## config.mk

```make
export PLATFORM = sky130hd
export DESIGN_NAME = rmc_cmd_top
export DESIGN_NICKNAME = d
export VERILOG_FILES = /design/src/design/rmc_pkg.sv /design/src/design/rmc_baud_gen.sv /design/src/design/rmc_cmd_top.sv
export VERILOG_INCLUDE_DIRS = /design/src /design/src/design
export SDC_FILE = /design/constraint.sdc
export NUM_CORES = 1
export LEC_CHECK = 0
export BUFFER_PORTS_ARGS = -buffer_cell sky130_fd_sc_hd__clkbuf_2
export CAP_MARGIN = 40
export CORE_ASPECT_RATIO = 1.25
export CORE_MARGIN = 3
export CORE_UTILIZATION = 30
export CTS_CLUSTER_SIZE = 28
export DETAILED_ROUTE_END_ITERATION = 10
export SYNTH_ARGS = -nofsm -noshare
export SYNTH_HDL_FRONTEND = slang
export SYNTH_SLANG_ARGS = --single-unit
```

## constraint.sdc

```tcl
create_clock -name pclk -period 4.8 [get_ports pclk]
set_clock_uncertainty 0.15 [all_clocks]
set_input_delay 0.48 -clock pclk [delete_from_list [all_inputs] [get_ports pclk]]
set_output_delay 0.48 -clock pclk [all_outputs]
set_load 0.01 [all_outputs]
```

## src/design/rmc_regs.svh

```systemverilog
// Overview of operation
// - Host configures module with ASCII command strings.
// - Only exact case-sensitive, space-free commands match.
// - Acknowledge is A then C then K.
// - Baud commands one to five select rates.
// - Channel zero European, channel one US.
// - Handshake commands switch flow control on/off.
// - Restore command returns factory default settings.
// - Test commands zero to five select modes.
// - Busy held high during power-up calibration.
// - After calibration, enter receive state by default.
// - Standard rates to 38.4k; 76.8k optional.
`ifndef RMC_REGS_SVH
`define RMC_REGS_SVH

`define RMC_CTRL_OFF 12'h000
`define RMC_STATUS_OFF 12'h004
`define RMC_COUNT_OFF 12'h008
`define RMC_CTRL_RESET 32'h0000_0000
`define RMC_CTRL_FAST_BIT 0

`define RMC_ST_BUSY_BIT 0
`define RMC_ST_RX_BIT 1
`define RMC_ST_BAUD_LSB 4
`define RMC_ST_BAUD_MSB 6
`define RMC_ST_CHAN_BIT 8
`define RMC_ST_FLOW_BIT 9
`define RMC_ST_TEST_LSB 12
`define RMC_ST_TEST_MSB 14
`define RMC_ST_STATE_LSB 16
`define RMC_ST_STATE_MSB 18

`define RMC_CLK_HZ 40000000
`define RMC_CLK_PERIOD_NS 25
`define RMC_CAL_TIME_US 7500
`define RMC_CAL_CYCLES ((`RMC_CAL_TIME_US * 1000) / `RMC_CLK_PERIOD_NS)

`define RMC_BAUD_2400 3'h1
`define RMC_BAUD_4800 3'h2
`define RMC_BAUD_9600 3'h3
`define RMC_BAUD_19200 3'h4
`define RMC_BAUD_38400 3'h5
`define RMC_BAUD_DEFAULT `RMC_BAUD_19200
`define RMC_CHAN_DEFAULT 1'b1
`define RMC_FLOW_DEFAULT 1'b0

`define RMC_DIV_2400 16'(`RMC_CLK_HZ / 2400)
`define RMC_DIV_4800 16'(`RMC_CLK_HZ / 4800)
`define RMC_DIV_9600 16'(`RMC_CLK_HZ / 9600)
`define RMC_DIV_19200 16'(`RMC_CLK_HZ / 19200)
`define RMC_DIV_38400 16'(`RMC_CLK_HZ / 38400)
`define RMC_DIV_76800 16'(`RMC_CLK_HZ / 76800)

`define RMC_PREFIX 56'h45525f434d4423
`define RMC_PREFIX_LEN 3'h7
`define RMC_CH_A 8'h41
`define RMC_CH_C 8'h43
`define RMC_CH_K 8'h4b
`define RMC_CH_U 8'h55
`define RMC_CH_H 8'h48
`define RMC_CH_R 8'h52
`define RMC_CH_T 8'h54
`define RMC_CH_E 8'h45
`define RMC_CH_0 8'h30
`define RMC_VERSION_LEN 3'h4

`endif

```

## src/design/rmc_pkg.sv

```systemverilog
package rmc_pkg;

    typedef enum logic [2:0] {
        st_cal = 3'b000,
        st_prefix = 3'b001,
        st_letter = 3'b010,
        st_digit = 3'b011,
        st_ack = 3'b100,
        st_apply = 3'b101,
        st_version = 3'b110
    } rmc_state_t;

    typedef enum logic [1:0] {
        rf_receive = 2'b00,
        rf_preamble = 2'b01,
        rf_carrier = 2'b10,
        rf_sensitivity = 2'b11
    } rmc_rf_t;

    typedef struct packed {
        logic [2:0] baud;
        logic channel_us;
        logic flow_on;
    } rmc_cfg_t;

    typedef struct packed {
        logic valid;
        logic [7:0] data;
    } rmc_byte_t;

endpackage

```

## src/design/rmc_baud_gen.sv

```systemverilog
`timescale 1ns/1ps
`default_nettype none
`include "rmc_regs.svh"

module rmc_baud_gen (
    input wire logic pclk,
    input wire logic presetn,
    input wire logic [2:0] baud,
    input wire logic fast_en,
    output logic tick
);

    logic [15:0] div;
    logic [15:0] cnt_r;

    always_comb begin
        case (baud)
            `RMC_BAUD_2400: div = `RMC_DIV_2400;
            `RMC_BAUD_4800: div = `RMC_DIV_4800;
            `RMC_BAUD_9600: div = `RMC_DIV_9600;
            `RMC_BAUD_38400: div = `RMC_DIV_38400;
            default: div = `RMC_DIV_19200;
        endcase
        if (fast_en) begin
            div = `RMC_DIV_76800;
        end
    end

    always_ff @(posedge pclk or negedge presetn) begin
        if (!presetn) begin
            cnt_r <= 16'h0000;
            tick <= 1'b0;
        end else if (cnt_r >= div - 16'h0001) begin
            cnt_r <= 16'h0000;
            tick <= 1'b1;
        end else begin
            cnt_r <= cnt_r + 16'h0001;
            tick <= 1'b0;
        end
    end

endmodule
`default_nettype wire

```

## src/design/rmc_cmd_top.sv

```systemverilog
`timescale 1ns/1ps
`default_nettype none
`include "rmc_regs.svh"

module rmc_cmd_top #(
    parameter int unsigned CAL_CYCLES = `RMC_CAL_CYCLES,
    // Version string reported by the version test; the value is arbitrary.
    parameter logic [31:0] VERSION_STR = 32'h302e3030
) (
    input wire logic pclk,
    input wire logic presetn,
    input wire logic psel,
    input wire logic penable,
    input wire logic pwrite,
    input wire logic [11:0] paddr,
    input wire logic [31:0] pwdata,
    output logic [31:0] prdata,
    output logic pready,
    output logic pslverr,
    input wire rmc_pkg::rmc_byte_t rx_byte,
    output rmc_pkg::rmc_byte_t tx_byte,
    input wire logic tx_ready,
    output logic baud_tick,
    output logic busy,
    output rmc_pkg::rmc_rf_t rf_mode,
    output logic channel_us,
    output logic flow_ctrl_en,
    output logic host_cts,
    output logic [2:0] test_mode
);

    rmc_pkg::rmc_state_t state_r;
    rmc_pkg::rmc_cfg_t cfg_r;
    rmc_pkg::rmc_cfg_t cfg_default;
    logic [31:0] ctrl_r;
    logic [31:0] cal_cnt_r;
    logic [2:0] idx_r;
    logic [7:0] letter_r;
    logic [7:0] digit_r;
    logic [2:0] test_r;
    logic [15:0] accepted_r;
    logic [15:0] rejected_r;
    logic [7:0] ch;
    logic [7:0] prefix_ch;
    logic [7:0] ack_ch;
    logic [7:0] ver_ch;
    logic cmd_legal;
    logic apb_wr;
    logic apb_rd;
    logic addr_ok;
    logic rx_take;
    logic resync;
    localparam logic [55:0] PREFIX_STR = `RMC_PREFIX;

    assign ch = rx_byte.data;
    assign rx_take = rx_byte.valid && (state_r != rmc_pkg::st_cal)
        && (state_r != rmc_pkg::st_apply) && (state_r != rmc_pkg::st_version);
    assign resync = (ch == `RMC_CH_E);

    assign cfg_default.baud = `RMC_BAUD_DEFAULT;
    assign cfg_default.channel_us = `RMC_CHAN_DEFAULT;
    assign cfg_default.flow_on = `RMC_FLOW_DEFAULT;

    // Selects the expected prefix character for the current position.
    always_comb begin
        prefix_ch = 8'h00;
        for (int i = 0; i < 7; i++) begin
            if (idx_r == 3'(i)) begin
                prefix_ch = PREFIX_STR[55 - 8 * i -: 8];
            end
        end
    end

    always_comb begin
        case (idx_r)
            3'h0: ack_ch = `RMC_CH_A;
            3'h1: ack_ch = `RMC_CH_C;
            default: ack_ch = `RMC_CH_K;
        endcase
    end

    always_comb begin
        case (idx_r)
            3'h0: ver_ch = VERSION_STR[31:24];
            3'h1: ver_ch = VERSION_STR[23:16];
            3'h2: ver_ch = VERSION_STR[15:8];
            default: ver_ch = VERSION_STR[7:0];
        endcase
    end

    // Only the documented letter and digit pairs form a command.
    always_comb begin
        case (letter_r)
            `RMC_CH_U: cmd_legal = (digit_r >= 8'h31) && (digit_r <= 8'h35);
            `RMC_CH_C: cmd_legal = (digit_r == 8'h30) || (digit_r == 8'h31);
            `RMC_CH_H: cmd_legal = (digit_r == 8'h31) || (digit_r == 8'h32);
            `RMC_CH_R: cmd_legal = (digit_r == 8'h31);
            `RMC_CH_T: cmd_legal = (digit_r >= 8'h30) && (digit_r <= 8'h35);
            default: cmd_legal = 1'b0;
        endcase
    end

    // Power-up calibration timer.
    always_ff @(posedge pclk or negedge presetn) begin
        if (!presetn) begin
            cal_cnt_r <= 32'h0000_0000;
            busy <= 1'b1;
        end else if (state_r == rmc_pkg::st_cal) begin
            if (cal_cnt_r >= CAL_CYCLES - 1) begin
                busy <= 1'b0;
            end else begin
                cal_cnt_r <= cal_cnt_r + 32'h0000_0001;
            end
        end
    end

    // Command parser and acknowledge matcher.
    always_ff @(posedge pclk or negedge presetn) begin
        if (!presetn) begin
            state_r <= rmc_pkg::st_cal;
            idx_r <= 3'h0;
            letter_r <= 8'h00;
            digit_r <= 8'h00;
        end else begin
            case (state_r)
                rmc_pkg::st_cal: begin
                    if (cal_cnt_r >= CAL_CYCLES - 1) begin
                        state_r <= rmc_pkg::st_prefix;
                        idx_r <= 3'h0;
                    end
                end
                rmc_pkg::st_prefix: begin
                    if (rx_take) begin
                        if (ch == prefix_ch) begin
                            if (idx_r == `RMC_PREFIX_LEN - 3'h1) begin
                                state_r <= rmc_pkg::st_letter;
                                idx_r <= 3'h0;
                            end else begin
                                idx_r <= idx_r + 3'h1;
                            end
                        end else begin
                            idx_r <= resync ? 3'h1 : 3'h0;
                        end
                    end
                end
                rmc_pkg::st_letter: begin
                    if (rx_take) begin
                        letter_r <= ch;
                        state_r <= rmc_pkg::st_digit;
                    end
                end
                rmc_pkg::st_digit: begin
                    if (rx_take) begin
                        digit_r <= ch;
                        state_r <= rmc_pkg::st_ack;
                        idx_r <= 3'h0;
                    end
                end
                rmc_pkg::st_ack: begin
                    if (!cmd_legal) begin
                        state_r <= rmc_pkg::st_prefix;
                        idx_r <= 3'h0;
                    end else if (rx_take) begin
                        if (ch == ack_ch) begin
                            if (idx_r == 3'h2) begin
                                state_r <= rmc_pkg::st_apply;
                            end
                            idx_r <= idx_r + 3'h1;
                        end else begin
                            state_r <= rmc_pkg::st_prefix;
                            idx_r <= resync ? 3'h1 : 3'h0;
                        end
                    end
                end
                rmc_pkg::st_apply: begin
                    idx_r <= 3'h0;
                    if (letter_r == `RMC_CH_T && digit_r == 8'h33) begin
                        state_r <= rmc_pkg::st_version;
                    end else begin
                        state_r <= rmc_pkg::st_prefix;
                    end
                end
                rmc_pkg::st_version: begin
                    if (tx_byte.valid && tx_ready) begin
                        if (idx_r == `RMC_VERSION_LEN - 3'h1) begin
                            state_r <= rmc_pkg::st_prefix;
                            idx_r <= 3'h0;
                        end else begin
                            idx_r <= idx_r + 3'h1;
                        end
                    end
                end
                default: begin
                    state_r <= rmc_pkg::st_prefix;
                    idx_r <= 3'h0;
                end
            endcase
        end
    end

    // Configuration applied once a command is acknowledged.
    always_ff @(posedge pclk or negedge presetn) begin
        if (!presetn) begin
            cfg_r.baud <= `RMC_BAUD_DEFAULT;
            cfg_r.channel_us <= `RMC_CHAN_DEFAULT;
            cfg_r.flow_on <= `RMC_FLOW_DEFAULT;
            test_r <= 3'h0;
        end else if (state_r == rmc_pkg::st_apply) begin
            case (letter_r)
                `RMC_CH_U: cfg_r.baud <= digit_r[2:0];
                `RMC_CH_C: cfg_r.channel_us <= digit_r[0];
                `RMC_CH_H: cfg_r.flow_on <= (digit_r == 8'h31);
                `RMC_CH_R: begin
                    cfg_r <= cfg_default;
                    test_r <= 3'h0;
                end
                `RMC_CH_T: test_r <= digit_r[2:0];
                default: test_r <= test_r;
            endcase
        end
    end

    // Command statistics for software.
    always_ff @(posedge pclk or negedge presetn) begin
        if (!presetn) begin
            accepted_r <= 16'h0000;
            rejected_r <= 16'h0000;
        end else if (state_r == rmc_pkg::st_apply) begin
            accepted_r <= accepted_r + 16'h0001;
        end else if (state_r == rmc_pkg::st_ack && !cmd_legal) begin
            rejected_r <= rejected_r + 16'h0001;
        end
    end

    // Version bytes handed to the serial transmitter.
    always_ff @(posedge pclk or negedge presetn) begin
        if (!presetn) begin
            tx_byte <= '0;
        end else if (state_r == rmc_pkg::st_version) begin
            tx_byte.valid <= !(tx_byte.valid && tx_ready
                && idx_r == `RMC_VERSION_LEN - 3'h1);
            tx_byte.data <= (tx_byte.valid && tx_ready) ? VERSION_STR[23:16] : ver_ch;
            if (tx_byte.valid && tx_ready) begin
                case (idx_r)
                    3'h0: tx_byte.data <= VERSION_STR[23:16];
                    3'h1: tx_byte.data <= VERSION_STR[15:8];
                    default: tx_byte.data <= VERSION_STR[7:0];
                endcase
            end
        end else begin
            tx_byte.valid <= 1'b0;
        end
    end

    // Radio state follows the selected test mode, receive otherwise.
    always_ff @(posedge pclk or negedge presetn) begin
        if (!presetn) begin
            rf_mode <= rmc_pkg::rf_receive;
        end else if (state_r == rmc_pkg::st_cal) begin
            rf_mode <= rmc_pkg::rf_receive;
        end else begin
            case (test_r)
                3'h1: rf_mode <= rmc_pkg::rf_preamble;
                3'h2: rf_mode <= rmc_pkg::rf_carrier;
                3'h4: rf_mode <= rmc_pkg::rf_sensitivity;
                default: rf_mode <= rmc_pkg::rf_receive;
            endcase
        end
    end

    assign channel_us = cfg_r.channel_us;
    assign flow_ctrl_en = cfg_r.flow_on;
    assign test_mode = test_r;
    assign host_cts = !busy && (!cfg_r.flow_on || state_r != rmc_pkg::st_version);

    rmc_baud_gen u_baud (
        .pclk(pclk),
        .presetn(presetn),
        .baud(cfg_r.baud),
        .fast_en(ctrl_r[`RMC_CTRL_FAST_BIT]),
        .tick(baud_tick)
    );

    // APB slave: zero wait states, error on unmapped addresses.
    assign apb_wr = psel && penable && pwrite;
    assign apb_rd = psel && !penable && !pwrite;
    assign addr_ok = (paddr == `RMC_CTRL_OFF) || (paddr == `RMC_STATUS_OFF)
        || (paddr == `RMC_COUNT_OFF);
    assign pready = 1'b1;
    assign pslverr = psel && penable && !addr_ok;

    always_ff @(posedge pclk or negedge presetn) begin
        if (!presetn) begin
            ctrl_r <= `RMC_CTRL_RESET;
        end else if (apb_wr && paddr == `RMC_CTRL_OFF) begin
            ctrl_r <= {31'h0000_0000, pwdata[`RMC_CTRL_FAST_BIT]};
        end
    end

    always_ff @(posedge pclk or negedge presetn) begin
        if (!presetn) begin
            prdata <= 32'h0000_0000;
        end else if (apb_rd) begin
            prdata <= 32'h0000_0000;
            case (paddr)
                `RMC_CTRL_OFF: prdata <= ctrl_r;
                `RMC_STATUS_OFF: begin
                    prdata[`RMC_ST_BUSY_BIT] <= busy;
                    prdata[`RMC_ST_RX_BIT] <= (rf_mode == rmc_pkg::rf_receive);
                    prdata[`RMC_ST_BAUD_MSB:`RMC_ST_BAUD_LSB] <= cfg_r.baud;
                    prdata[`RMC_ST_CHAN_BIT] <= cfg_r.channel_us;
                    prdata[`RMC_ST_FLOW_BIT] <= cfg_r.flow_on;
                    prdata[`RMC_ST_TEST_MSB:`RMC_ST_TEST_LSB] <= test_r;
                    prdata[`RMC_ST_STATE_MSB:`RMC_ST_STATE_LSB] <= state_r;
                end
                `RMC_COUNT_OFF: prdata <= {rejected_r, accepted_r};
                default: prdata <= 32'h0000_0000;
            endcase
        end
    end

endmodule
`default_nettype wire

```

==> results.sh, run 1 <==
export IMPL_status="finished, violations left"
export IMPL_violations="negative hold slack"
export IMPL_cp_top_family="compound AO/OA/AOI/OAI gates"
export IMPL_rsz0062_at_grt="false"
export IMPL_htree_levels=4
export IMPL_p_seq_share_pct=49.1
export IMPL_async_reset_ff_share_pct=100
export IMPL_synth_top_area_share_pct=48.2
export IMPL_crit_top_cell="ha_1"
export IMPL_final_nets=908
export IMPL_synth_seq_cells=151
export IMPL_dpl_hpwl_um=12200
export IMPL_cts_sinks=151
export IMPL_post_drt_wl_per_cell_um=14.6
export IMPL_synth_cell_types=75
export IMPL_initial_core_util_pct=31.0
export IMPL_dr_pass1_iters=4
export IMPL_cts_tree="built"
export IMPL_crit_path_max_incr_delay_ns=0.49
export IMPL_synth_edf_count=0
export IMPL_crit_path_cell_trace="nor2b_1 -> a221o_1 -> ha_1 -> nand2_1 -> mux2i_1 -> o211ai_1 -> ha_1 -> a211oi_1 -> o21ai_0 -> a311oi_1 -> o21ai_1 -> buf_4 -> nor2_1"
export IMPL_grt_antenna_before_repair=0
export IMPL_p_switching_mw=0.679
export IMPL_tightest_slew_ns=0.800
export IMPL_clk_latency_ns=0.42
export IMPL_cts_made_buffers=17
export IMPL_dieWidth_um=149
export IMPL_yosys_top_cells_area="dfrtp_1 (48%), xnor2_1 (5.8%), nand2_1 (4.9%)"
export IMPL_preCtsSetupSlack_ns=1.65
export IMPL_place_congestion=0.795
export IMPL_path_max_fanout=17
export IMPL_ys_warn_count=0
export IMPL_io_pins=112
export IMPL_post_cts_buffers=0
export IMPL_slowest_stage="dfrtp_1"
export IMPL_synth_avg_cell_area_um2=10.1
export IMPL_row_count=64
export IMPL_p_clk_share_pct=44.6
export IMPL_syn_area_um2=7680
export IMPL_worstPathArrival_ns=3.34
export IMPL_intPower_mw=2.06
export IMPL_maxCapViolations=0
export IMPL_cts_max_path_buffers=2
export IMPL_synthesis_instances=762
export IMPL_mostFrequentLayoutCell="dfrtp_1"
export IMPL_grt_max_degree=84
export IMPL_yosys_most_used_dff="dfrtp_1"
export IMPL_timing_hold_ws_ns=-0.0168
export IMPL_grt_pass1_vias=5544
export IMPL_slew_violations=0
export IMPL_drive_gt1_share_pct=18.0
export IMPL_r2r_slack_ns=1.65
export IMPL_path_clk_slew_ns=0.06
export IMPL_setup_viol=0
export IMPL_hold_viol=29
export IMPL_critPathBufInv=1
export IMPL_startpoint="cfg_r[2]"
export IMPL_port_buffers=76
export IMPL_globalRouteTotalUtil_pct=12.7
export IMPL_diodes=0
export IMPL_postCtsHoldBufs=0
export IMPL_crit_required_ns=4.99
export IMPL_cts_resized=0
export IMPL_die_area_um2=27600
export IMPL_ant_nets=0
export IMPL_overflow=0
export IMPL_min_period_ns=3.15
export IMPL_core_area_um2=24800
export IMPL_area_delta_synth_final_pct=15.4
export IMPL_crit_type="flip-flop to flip-flop"
export IMPL_fmax_mhz=317
export IMPL_swShare_pct=24.8
export IMPL_grt_pass1_wl_um=28700
export IMPL_end_kind="flip-flop"
export IMPL_setup_tns_final_ns=0
export IMPL_slew_limit_headroom_pct=46.6
export IMPL_routed_wl_um=17000
export IMPL_p_leak_nw=4.05
export IMPL_n_fill_cell=2562
export IMPL_final_cell_mix="dfrtp_1 (148), nand2_1 (100), nor2_1 (78)"
export IMPL_root_buffer="clkbuf_16"
export IMPL_startpoint_type="flip-flop"
export IMPL_min_path_type="input port to async pin"
export IMPL_period_share_pct=65.6
export IMPL_fin_ws_ns=1.65
export IMPL_vias=5657
export IMPL_synth_seq_area_share_pct=49.2
export IMPL_comb_power_share_pct=6.3
export IMPL_power_density_nw_per_um2=309
export IMPL_dieHeight_um=185
export IMPL_r2r_start="cfg_r[2]"
export IMPL_dr_first_iter_drc_count=273
export IMPL_irDropWorstVdd_mv=0.205
export IMPL_synth_top_area_cell="dfrtp_1"
export IMPL_vias_per_cell=4.86
export IMPL_drc=0
## logic make-up after synthesis
logic type / Yosys count / synth area share, %
other: 2 / 0.0977
AOI/OAI and AO/OA: 106 / 10.2
and+or+nand+nor: 322 / 21.2
muxes: 23 / 3.37
adders and majority gates: 27 / 4.40
DFF: 151 / 49.2
xor gates and xnor gates: 68 / 7.75
buffers and inverters: 63 / 3.71
## registers in the layout, summed over array words and instances, names as in the netlist, 2 cells and up
name          cells
accepted_r       16
cal_cnt_r        32
cfg_r             3
digit_r           8
idx_r             3
letter_r          8
prdata           32
rejected_r       16
rf_mode           2
state_r           3
test_mode         3
tx_byte           4
u_baud.cnt_r     16
## layout make-up
class                      instances  area [um2]  share of cell area [%]
timing repair buffer              82         432                    4.87
sequential                       151        3780                    42.6
clock inverter                    11        90.1                    1.02
inverter                          19        71.3                   0.804
tap                              330         413                    4.66
multi-input combinational        551        3630                    41.0
clock buffer                      20         447                    5.04
## power groups by stage
stage	registers, mW	logic [mW]	clock network (mW)
5_1_grt	1.35	0.198	1.31
4_1_cts	1.35	0.177	1.25
2_1_floorplan	1.36	0.0982	0
6_report	1.35	0.172	1.22
3_3_place_gp	1.37	0.173	0
3_5_place_dp	1.37	0.176	0
## through the flow
| stage | area (um2) | total power [mW] | hold slack, ns | util (%) | cells |
|---|---|---|---|---|---|
| after floorplan | 7700 | 1.46 | 0.0344 | - | 765 |
| after global placement | 8320 | 1.54 | 0.215 | 33.5 | 1132 |
| after detailed placement | 8330 | 1.55 | 0.216 | 33.6 | 1133 |
| after CTS | 8870 | 2.78 | 0.00192 | 35.7 | 1164 |
| after global routing | 8870 | 2.86 | 0.0423 | 35.7 | 1164 |
| final | 8870 | 2.74 | -0.0168 | 35.7 | 1164 |
## final timing paths
check / endpoint / depth (start not counted)
setup / recovery: u_baud.cnt_r[3] / 13
hold / removal: digit_r[4] / 1
setup reg to reg: u_baud.cnt_r[3] / 13
hold reg to reg: cal_cnt_r[31] / 0
max in group asynchronous: rejected_r[4] / 2
min in group pclk: ctrl_r[0] / 2
## cells in the mapped netlist, types with 4 or more instances
| master | n |
|---|---|
| a211o_1 | 5 |
| a211oi_1 | 4 |
| a21o_1 | 8 |
| a21oi_1 | 8 |
| a221oi_1 | 13 |
| and2_1 | 9 |
| and3_1 | 17 |
| buf_4 | 6 |
| clkbuf_1 | 32 |
| dfrtp_1 | 148 |
| ha_1 | 27 |
| inv_1 | 19 |
| mux2_2 | 17 |
| nand2_1 | 100 |
| nand2b_1 | 5 |
| nand3_1 | 32 |
| nand4_1 | 18 |
| nor2_1 | 78 |
| nor2b_1 | 7 |
| nor3_1 | 10 |
| nor3_2 | 4 |
| nor3b_1 | 5 |
| nor4_1 | 10 |
| o21ai_0 | 30 |
| o31ai_1 | 4 |
| xnor2_1 | 51 |
| xor2_1 | 17 |
## layer usage
layer,up-vias,track usage (%),wire length [um]
met4,0,3.96,290
li1,2786,-,-
met1,2767,17.2,8170
met5,-,0,0
met3,19,2.23,519
met2,85,20.9,8020
No activity file was read; power rests on OpenSTA's default activity.
==> run 2: changes to the inputs <==
==> constraint.sdc (replaced) <==
create_clock -name pclk -period 2.6 [get_ports pclk]
set_clock_uncertainty 0.15 [all_clocks]
set_input_delay 0.26 -clock pclk [delete_from_list [all_inputs] [get_ports pclk]]
set_output_delay 0.26 -clock pclk [all_outputs]
set_load 0.01 [all_outputs]
==> run 2 against run 1 <==
The run ends with negative setup slack left. Die area unchanged. Final area increased by 8.1%. Critical path depth stayed put. Non-clock buffer count grew 56. Register-to-register slack lost 1.8 ns. Sequential power up 84%. Clock power up 99%. Fmax is 15% higher. Cell count up 4.8%. Core utilization grew 2.9 points. Worst setup slack worse by 1.8 ns.
==> results.sh, run 2 (synthesis gave the netlist of run 1 again) <==
export IMPL_status="finished, violations left"
export IMPL_violations="negative setup slack"
export IMPL_cts_max_path_buffers=2
export IMPL_min_path_cells=2
export IMPL_mostFrequentLayoutCell="dfrtp_1"
export IMPL_dpl_hpwl_um=12700
export IMPL_row_count=64
export IMPL_reg_top3="cal_cnt_r: 32 flops, prdata: 32 flops"
export IMPL_hold_start="rx_byte[6]"
export IMPL_end_kind="flip-flop"
export IMPL_dr_pass1_iters=4
export IMPL_path_clk_slew_ns=0.06
export IMPL_crit_required_ns=2.81
export IMPL_grt_pass1_vias=5631
export IMPL_p_leak_nw=4.38
export IMPL_cp_top_family="compound AO/OA/AOI/OAI gates"
export IMPL_r2r_start="cfg_r[4]"
export IMPL_setup_viol=18
export IMPL_overflow=0
export IMPL_period_share_pct=106
export IMPL_swShare_pct=25.2
export IMPL_diodes=0
export IMPL_vias=5790
export IMPL_dieHeight_um=185
export IMPL_r2r_slack_ns=-0.15
export IMPL_critical_path_depth=13
export IMPL_p_seq_share_pct=46.8
export IMPL_post_drt_wl_per_cell_um=14.4
export IMPL_multi_input_area_um2=3820
export IMPL_clk_latency_ns=0.43
export IMPL_fmax_mhz=364
export IMPL_slowest_stage="dfstp_2"
export IMPL_worstPathArrival_ns=2.96
export IMPL_slew_limit_headroom_pct=54.3
export IMPL_place_congestion=0.792
export IMPL_htree_levels=4
export IMPL_die_area_um2=27600
export IMPL_area_delta_synth_final_pct=24.7
export IMPL_routed_wl_um=17500
export IMPL_port_buffers=76
export IMPL_reg2reg_to="u_baud.cnt_r[9]"
export IMPL_initial_core_util_pct=31.0
export IMPL_holdPathEnd="digit_r[6]"
export IMPL_dieWidth_um=149
export IMPL_regArea_um2=3790
export IMPL_io_pins=112
export IMPL_grt_max_degree=69
export IMPL_power_density_nw_per_um2=552
export IMPL_vias_per_cell=4.75
export IMPL_drive_gt1_share_pct=26.4
export IMPL_hold_viol=0
export IMPL_power_mw=5.29
export IMPL_n_fill_cell=2496
export IMPL_irDropWorstVdd_mv=0.283
export IMPL_crit_top_cell="nor2_1"
export IMPL_ant_nets=0
export IMPL_p_clk_share_pct=45.9
export IMPL_fin_ws_ns=-0.148
export IMPL_path_max_fanout=17
export IMPL_p_switching_mw=1.33
export IMPL_root_buffer="clkbuf_16"
export IMPL_intPower_mw=3.96
export IMPL_grt_antenna_before_repair=0
export IMPL_grt_pass1_wl_um=28800
export IMPL_globalRouteTotalUtil_pct=12.9
export IMPL_critPathBufInv=1
export IMPL_maxCapViolations=0
export IMPL_crit_path_max_incr_delay_ns=0.54
export IMPL_final_cell_mix="dfrtp_1 (145), nand2_1 (99), clkbuf_2 (75)"
export IMPL_cts_made_buffers=17
export IMPL_timing_hold_ws_ns=0.0299
export IMPL_rsz0062_at_grt="true"
export IMPL_slew_violations=0
export IMPL_reg2regPathDepth=13
export IMPL_crit_path_cell_trace="nor2_1 -> a221o_1 -> ha_2 -> nand2_2 -> mux2i_1 -> o211ai_1 -> ha_1 -> o21ai_1 -> nand2b_1 -> a311oi_2 -> o21ai_2 -> buf_12 -> nor2_1"
export IMPL_min_period_ns=2.75
export IMPL_cts_sinks=151
export IMPL_startpoint_type="flip-flop"
export IMPL_core_area_um2=24800
export IMPL_crit_type="flip-flop to flip-flop"
export IMPL_cts_tree="built"
export IMPL_comb_power_share_pct=7.3
export IMPL_final_nets=964
export IMPL_min_path_type="input port to flip-flop"
export IMPL_dr_first_iter_drc_count=240
export IMPL_drc=0
export IMPL_tightest_slew_ns=0.683
-- run 2: timing repair --
item | in CTS | in global routing
cloned | 0 | 0
pin swaps | 1 | 9
hold endpoints to repair | 69 | 0
resized for setup | 8 | 29
hold buffers | 4 | 0
endpoints found under the setup margin | 21 | 35
buffers inserted | 0 | 3
-- run 2: cell type report --
| cell class | count | share of cell area (%) |
|---|---|---|
| multi-input combinational | 551 | 39.9 |
| inverter | 19 | 0.744 |
| sequential | 151 | 39.5 |
| clock inverter | 12 | 1.36 |
| clock buffer | 19 | 4.62 |
| timing repair buffer | 138 | 9.56 |
| tap | 330 | 4.31 |
-- run 2: through the flow --
step	setup slack, ns	util, %	TNS (ns)	instances	instance area [um2]
4_1_cts	-0.153	37.9	-2.33	1217	9410
3_5_place_dp	-0.213	35.3	-3.18	1182	8770
2_1_floorplan	-0.177	-	-1.78	765	7730
3_3_place_gp	-0.168	35.3	-2.73	1182	8770
5_1_grt	-0.374	38.6	-6.30	1220	9580
6_report	-0.148	38.6	-2.22	1220	9580
-- run 2: layer usage --
layer | vias up | wire [um] | GRT usage [%]
li1 | 2908 | - | -
met1 | 2763 | 8190 | 17.3
met2 | 98 | 8310 | 20.9
met3 | 21 | 735 | 2.91
met4 | 0 | 289 | 4.03
met5 | - | 0 | 0
-- run 2: worst max path at each step --
stage | from | endpoint
3_5_place_dp | cfg_r[4] | u_baud.cnt_r[14]
6_report | cfg_r[4] | u_baud.cnt_r[9]
2_1_floorplan | cfg_r[4] | u_baud.cnt_r[10]
3_3_place_gp | cfg_r[4] | u_baud.cnt_r[13]
5_1_grt | cfg_r[4] | u_baud.cnt_r[12]
4_1_cts | cfg_r[4] | u_baud.cnt_r[9]
-- run 2: power by group through the flow --
| stage | combinational [mW] | sequential, mW | clock [mW] |
|---|---|---|---|
| 5_1_grt | 0.439 | 2.48 | 2.58 |
| 3_3_place_gp | 0.366 | 2.51 | 0 |
| 3_5_place_dp | 0.369 | 2.52 | 0 |
| 6_report | 0.388 | 2.48 | 2.43 |
| 4_1_cts | 0.382 | 2.47 | 2.48 |
| 2_1_floorplan | 0.189 | 2.51 | 0 |
==> run 3: changes to the inputs <==
--- a/config.mk
+++ b/config.mk
@@ -13,6 +13,7 @@
 export CORE_UTILIZATION = 30
 export CTS_CLUSTER_SIZE = 28
 export DETAILED_ROUTE_END_ITERATION = 10
+export RECOVER_POWER = 25
 export SYNTH_ARGS = -nofsm -noshare
 export SYNTH_HDL_FRONTEND = slang
 export SYNTH_SLANG_ARGS = --single-unit
==> constraint.sdc (replaced) <==
create_clock -name pclk -period 2.6 [get_ports pclk]
set_clock_uncertainty 0.15 [all_clocks]
set_input_delay 0.52 -clock pclk [delete_from_list [all_inputs] [get_ports pclk]]
set_output_delay 0.52 -clock pclk [all_outputs]
set_load 0.01 [all_outputs]
==> run 3 against run 2 <==
The run still ends with negative setup slack left. Count of clock-buffer cells in the layout down 2. Combinational power decreased by 2%. Critical path depth is the same. Global-route usage is essentially flat. First-iteration DRC count up 8.3%. Register-to-register slack lost 0.04 ns. Critical endpoint is now u_baud.cnt_r[14].
==> results.sh, run 3 (synthesis gave the netlist of run 1 again) <==
export IMPL_status="finished, violations left"
export IMPL_violations="negative setup slack"
export IMPL_grt_pass1_vias=5716
export IMPL_mostFrequentLayoutCell="dfrtp_1"
export IMPL_reg2regPathDepth=13
export IMPL_place_congestion=0.777
export IMPL_p_leak_nw=4.37
export IMPL_diodes=0
export IMPL_fin_cells=1220
export IMPL_comb_power_share_pct=7.2
export IMPL_crit_top_cell="nor2_1"
export IMPL_slowest_stage="dfstp_2"
export IMPL_min_path_type="input port to flip-flop"
export IMPL_p_seq_share_pct=46.7
export IMPL_crit_path_max_incr_delay_ns=0.54
export IMPL_dieWidth_um=149
export IMPL_core_area_um2=24800
export IMPL_r2r_start="cfg_r[4]"
export IMPL_tightest_slew_ns=0.928
export IMPL_setup_tns_final_ns=-2.99
export IMPL_swShare_pct=27.0
export IMPL_worstPathArrival_ns=3.00
export IMPL_drc=0
export IMPL_end_kind="flip-flop"
export IMPL_p_switching_mw=1.43
export IMPL_cp_endpoint="u_baud.cnt_r[14]"
export IMPL_dr_pass1_iters=4
export IMPL_reg_top3="cal_cnt_r: 32 flops, prdata: 32 flops"
export IMPL_clk_latency_ns=0.43
export IMPL_ant_nets=0
export IMPL_irDropWorstVdd_mv=0.316
export IMPL_startpoint_type="flip-flop"
export IMPL_crit_type="flip-flop to flip-flop"
export IMPL_dp_cells=1181
export IMPL_slew_limit_headroom_pct=38.1
export IMPL_startpoint="cfg_r[4]"
export IMPL_dpl_hpwl_um=12600
export IMPL_power_density_nw_per_um2=556
export IMPL_root_buffer="clkbuf_16"
export IMPL_placed_cell_area_um2=8750
export IMPL_path_clk_slew_ns=0.06
export IMPL_fin_ws_ns=-0.191
export IMPL_post_drt_wl_per_cell_um=14.3
export IMPL_grt_antenna_before_repair=0
export IMPL_reg2reg_to="u_baud.cnt_r[14]"
export IMPL_design_area_um2=9520
export IMPL_n_fill_cell=2489
export IMPL_crit_required_ns=2.81
export IMPL_cts_tree="built"
export IMPL_initial_core_util_pct=31.0
export IMPL_htree_levels=4
export IMPL_vias_per_cell=4.84
export IMPL_power_mw=5.30
export IMPL_final_cell_mix="dfrtp_1 (145), nand2_1 (99), clkbuf_2 (76)"
export IMPL_intPower_mw=3.87
export IMPL_hold_viol=0
export IMPL_finish_utilization_pct=38.4
export IMPL_cts_max_path_buffers=2
export IMPL_maxCapViolations=0
export IMPL_io_pins=112
export IMPL_row_count=64
export IMPL_crit_path_cell_trace="nor2_1 -> a221o_1 -> ha_2 -> nand2_2 -> mux2i_1 -> o211ai_1 -> ha_1 -> o21ai_1 -> nand2b_1 -> a311oi_2 -> o21ai_2 -> buf_12 -> nor2_1"
export IMPL_port_buffers=76
export IMPL_grt_pass1_wl_um=29000
export IMPL_fmax_mhz=358
export IMPL_final_nets=963
export IMPL_cts_made_buffers=17
export IMPL_p_clk_share_pct=46.1
export IMPL_setup_viol=18
export IMPL_grt_max_degree=65
export IMPL_dieHeight_um=185
export IMPL_globalRouteTotalUtil_pct=12.9
export IMPL_routed_wl_um=17500
export IMPL_area_delta_synth_final_pct=23.9
export IMPL_drive_gt1_share_pct=26.6
export IMPL_rsz0062_at_grt="true"
export IMPL_path_max_fanout=17
export IMPL_die_area_um2=27600
export IMPL_cts_sinks=151
export IMPL_dr_first_iter_drc_count=260
export IMPL_overflow=0
export IMPL_r2r_slack_ns=-0.19
export IMPL_period_share_pct=107
export IMPL_slew_violations=0
export IMPL_vias=5908
export IMPL_min_period_ns=2.79
## run 3: final cells by class
cell class	instances	area, um2	share of cell area (%)
tap	330	413	4.34
multi-input combinational	551	3800	39.9
clock inverter	15	158	1.66
inverter	19	73.8	0.775
sequential	151	3790	39.8
clock buffer	17	425	4.47
timing repair buffer	137	870	9.13
## run 3: worst max-delay path, delay by kind of cell (launching register included)
kind                       cells  cell delay [ns]
muxes                          1             0.20
AOI/OAI and AO/OA              5             0.92
buffers and inverters          1             0.17
and+or+nand+nor                4             0.27
DFF                            1             0.54
adders and majority gates      2             0.47
## run 3: layer usage
layer  track usage (%)  wire, um
met1              17.5      8270
met2              20.6      8210
met3              2.72       701
met4              4.47       317
met5                 0         0
## run 3: repair_timing
action                     4_1_cts  5_1_grt
setup endpoints to repair       23       39
resized for setup                9       27
setup buffers                    2        4
hold buffers                     1        0
pin swaps                        1        9
hold endpoints to repair        34        0
## run 3: worst min-delay path by stage
stage                  start       endpoint  cells past startpoint
2_1_floorplan        presetn  accepted_r[0]                      0
3_3_place_gp   cal_cnt_r[27]  cal_cnt_r[27]                      0
3_5_place_dp   cal_cnt_r[27]  cal_cnt_r[27]                      0
4_1_cts            pwdata[0]      ctrl_r[0]                      2
5_1_grt            pwdata[0]      ctrl_r[0]                      2
6_report           pwdata[0]      ctrl_r[0]                      2
## run 3: power by group through the flow
stage,Clock [mW],Sequential [mW],Combinational [mW]
after floorplan,0,2.51,0.189
after global placement,0,2.52,0.358
after detailed placement,0,2.52,0.363
after CTS,2.50,2.48,0.374
after global routing,2.59,2.48,0.429
final,2.44,2.48,0.380
## run 3: through the flow
step / hold slack, ns / setup slack (ns)
floorplan: 0.0744 / -0.177
global placement: 0.215 / -0.180
detailed placement: 0.216 / -0.214
CTS: 0.201 / -0.227
global route: 0.213 / -0.332
finish: 0.212 / -0.191
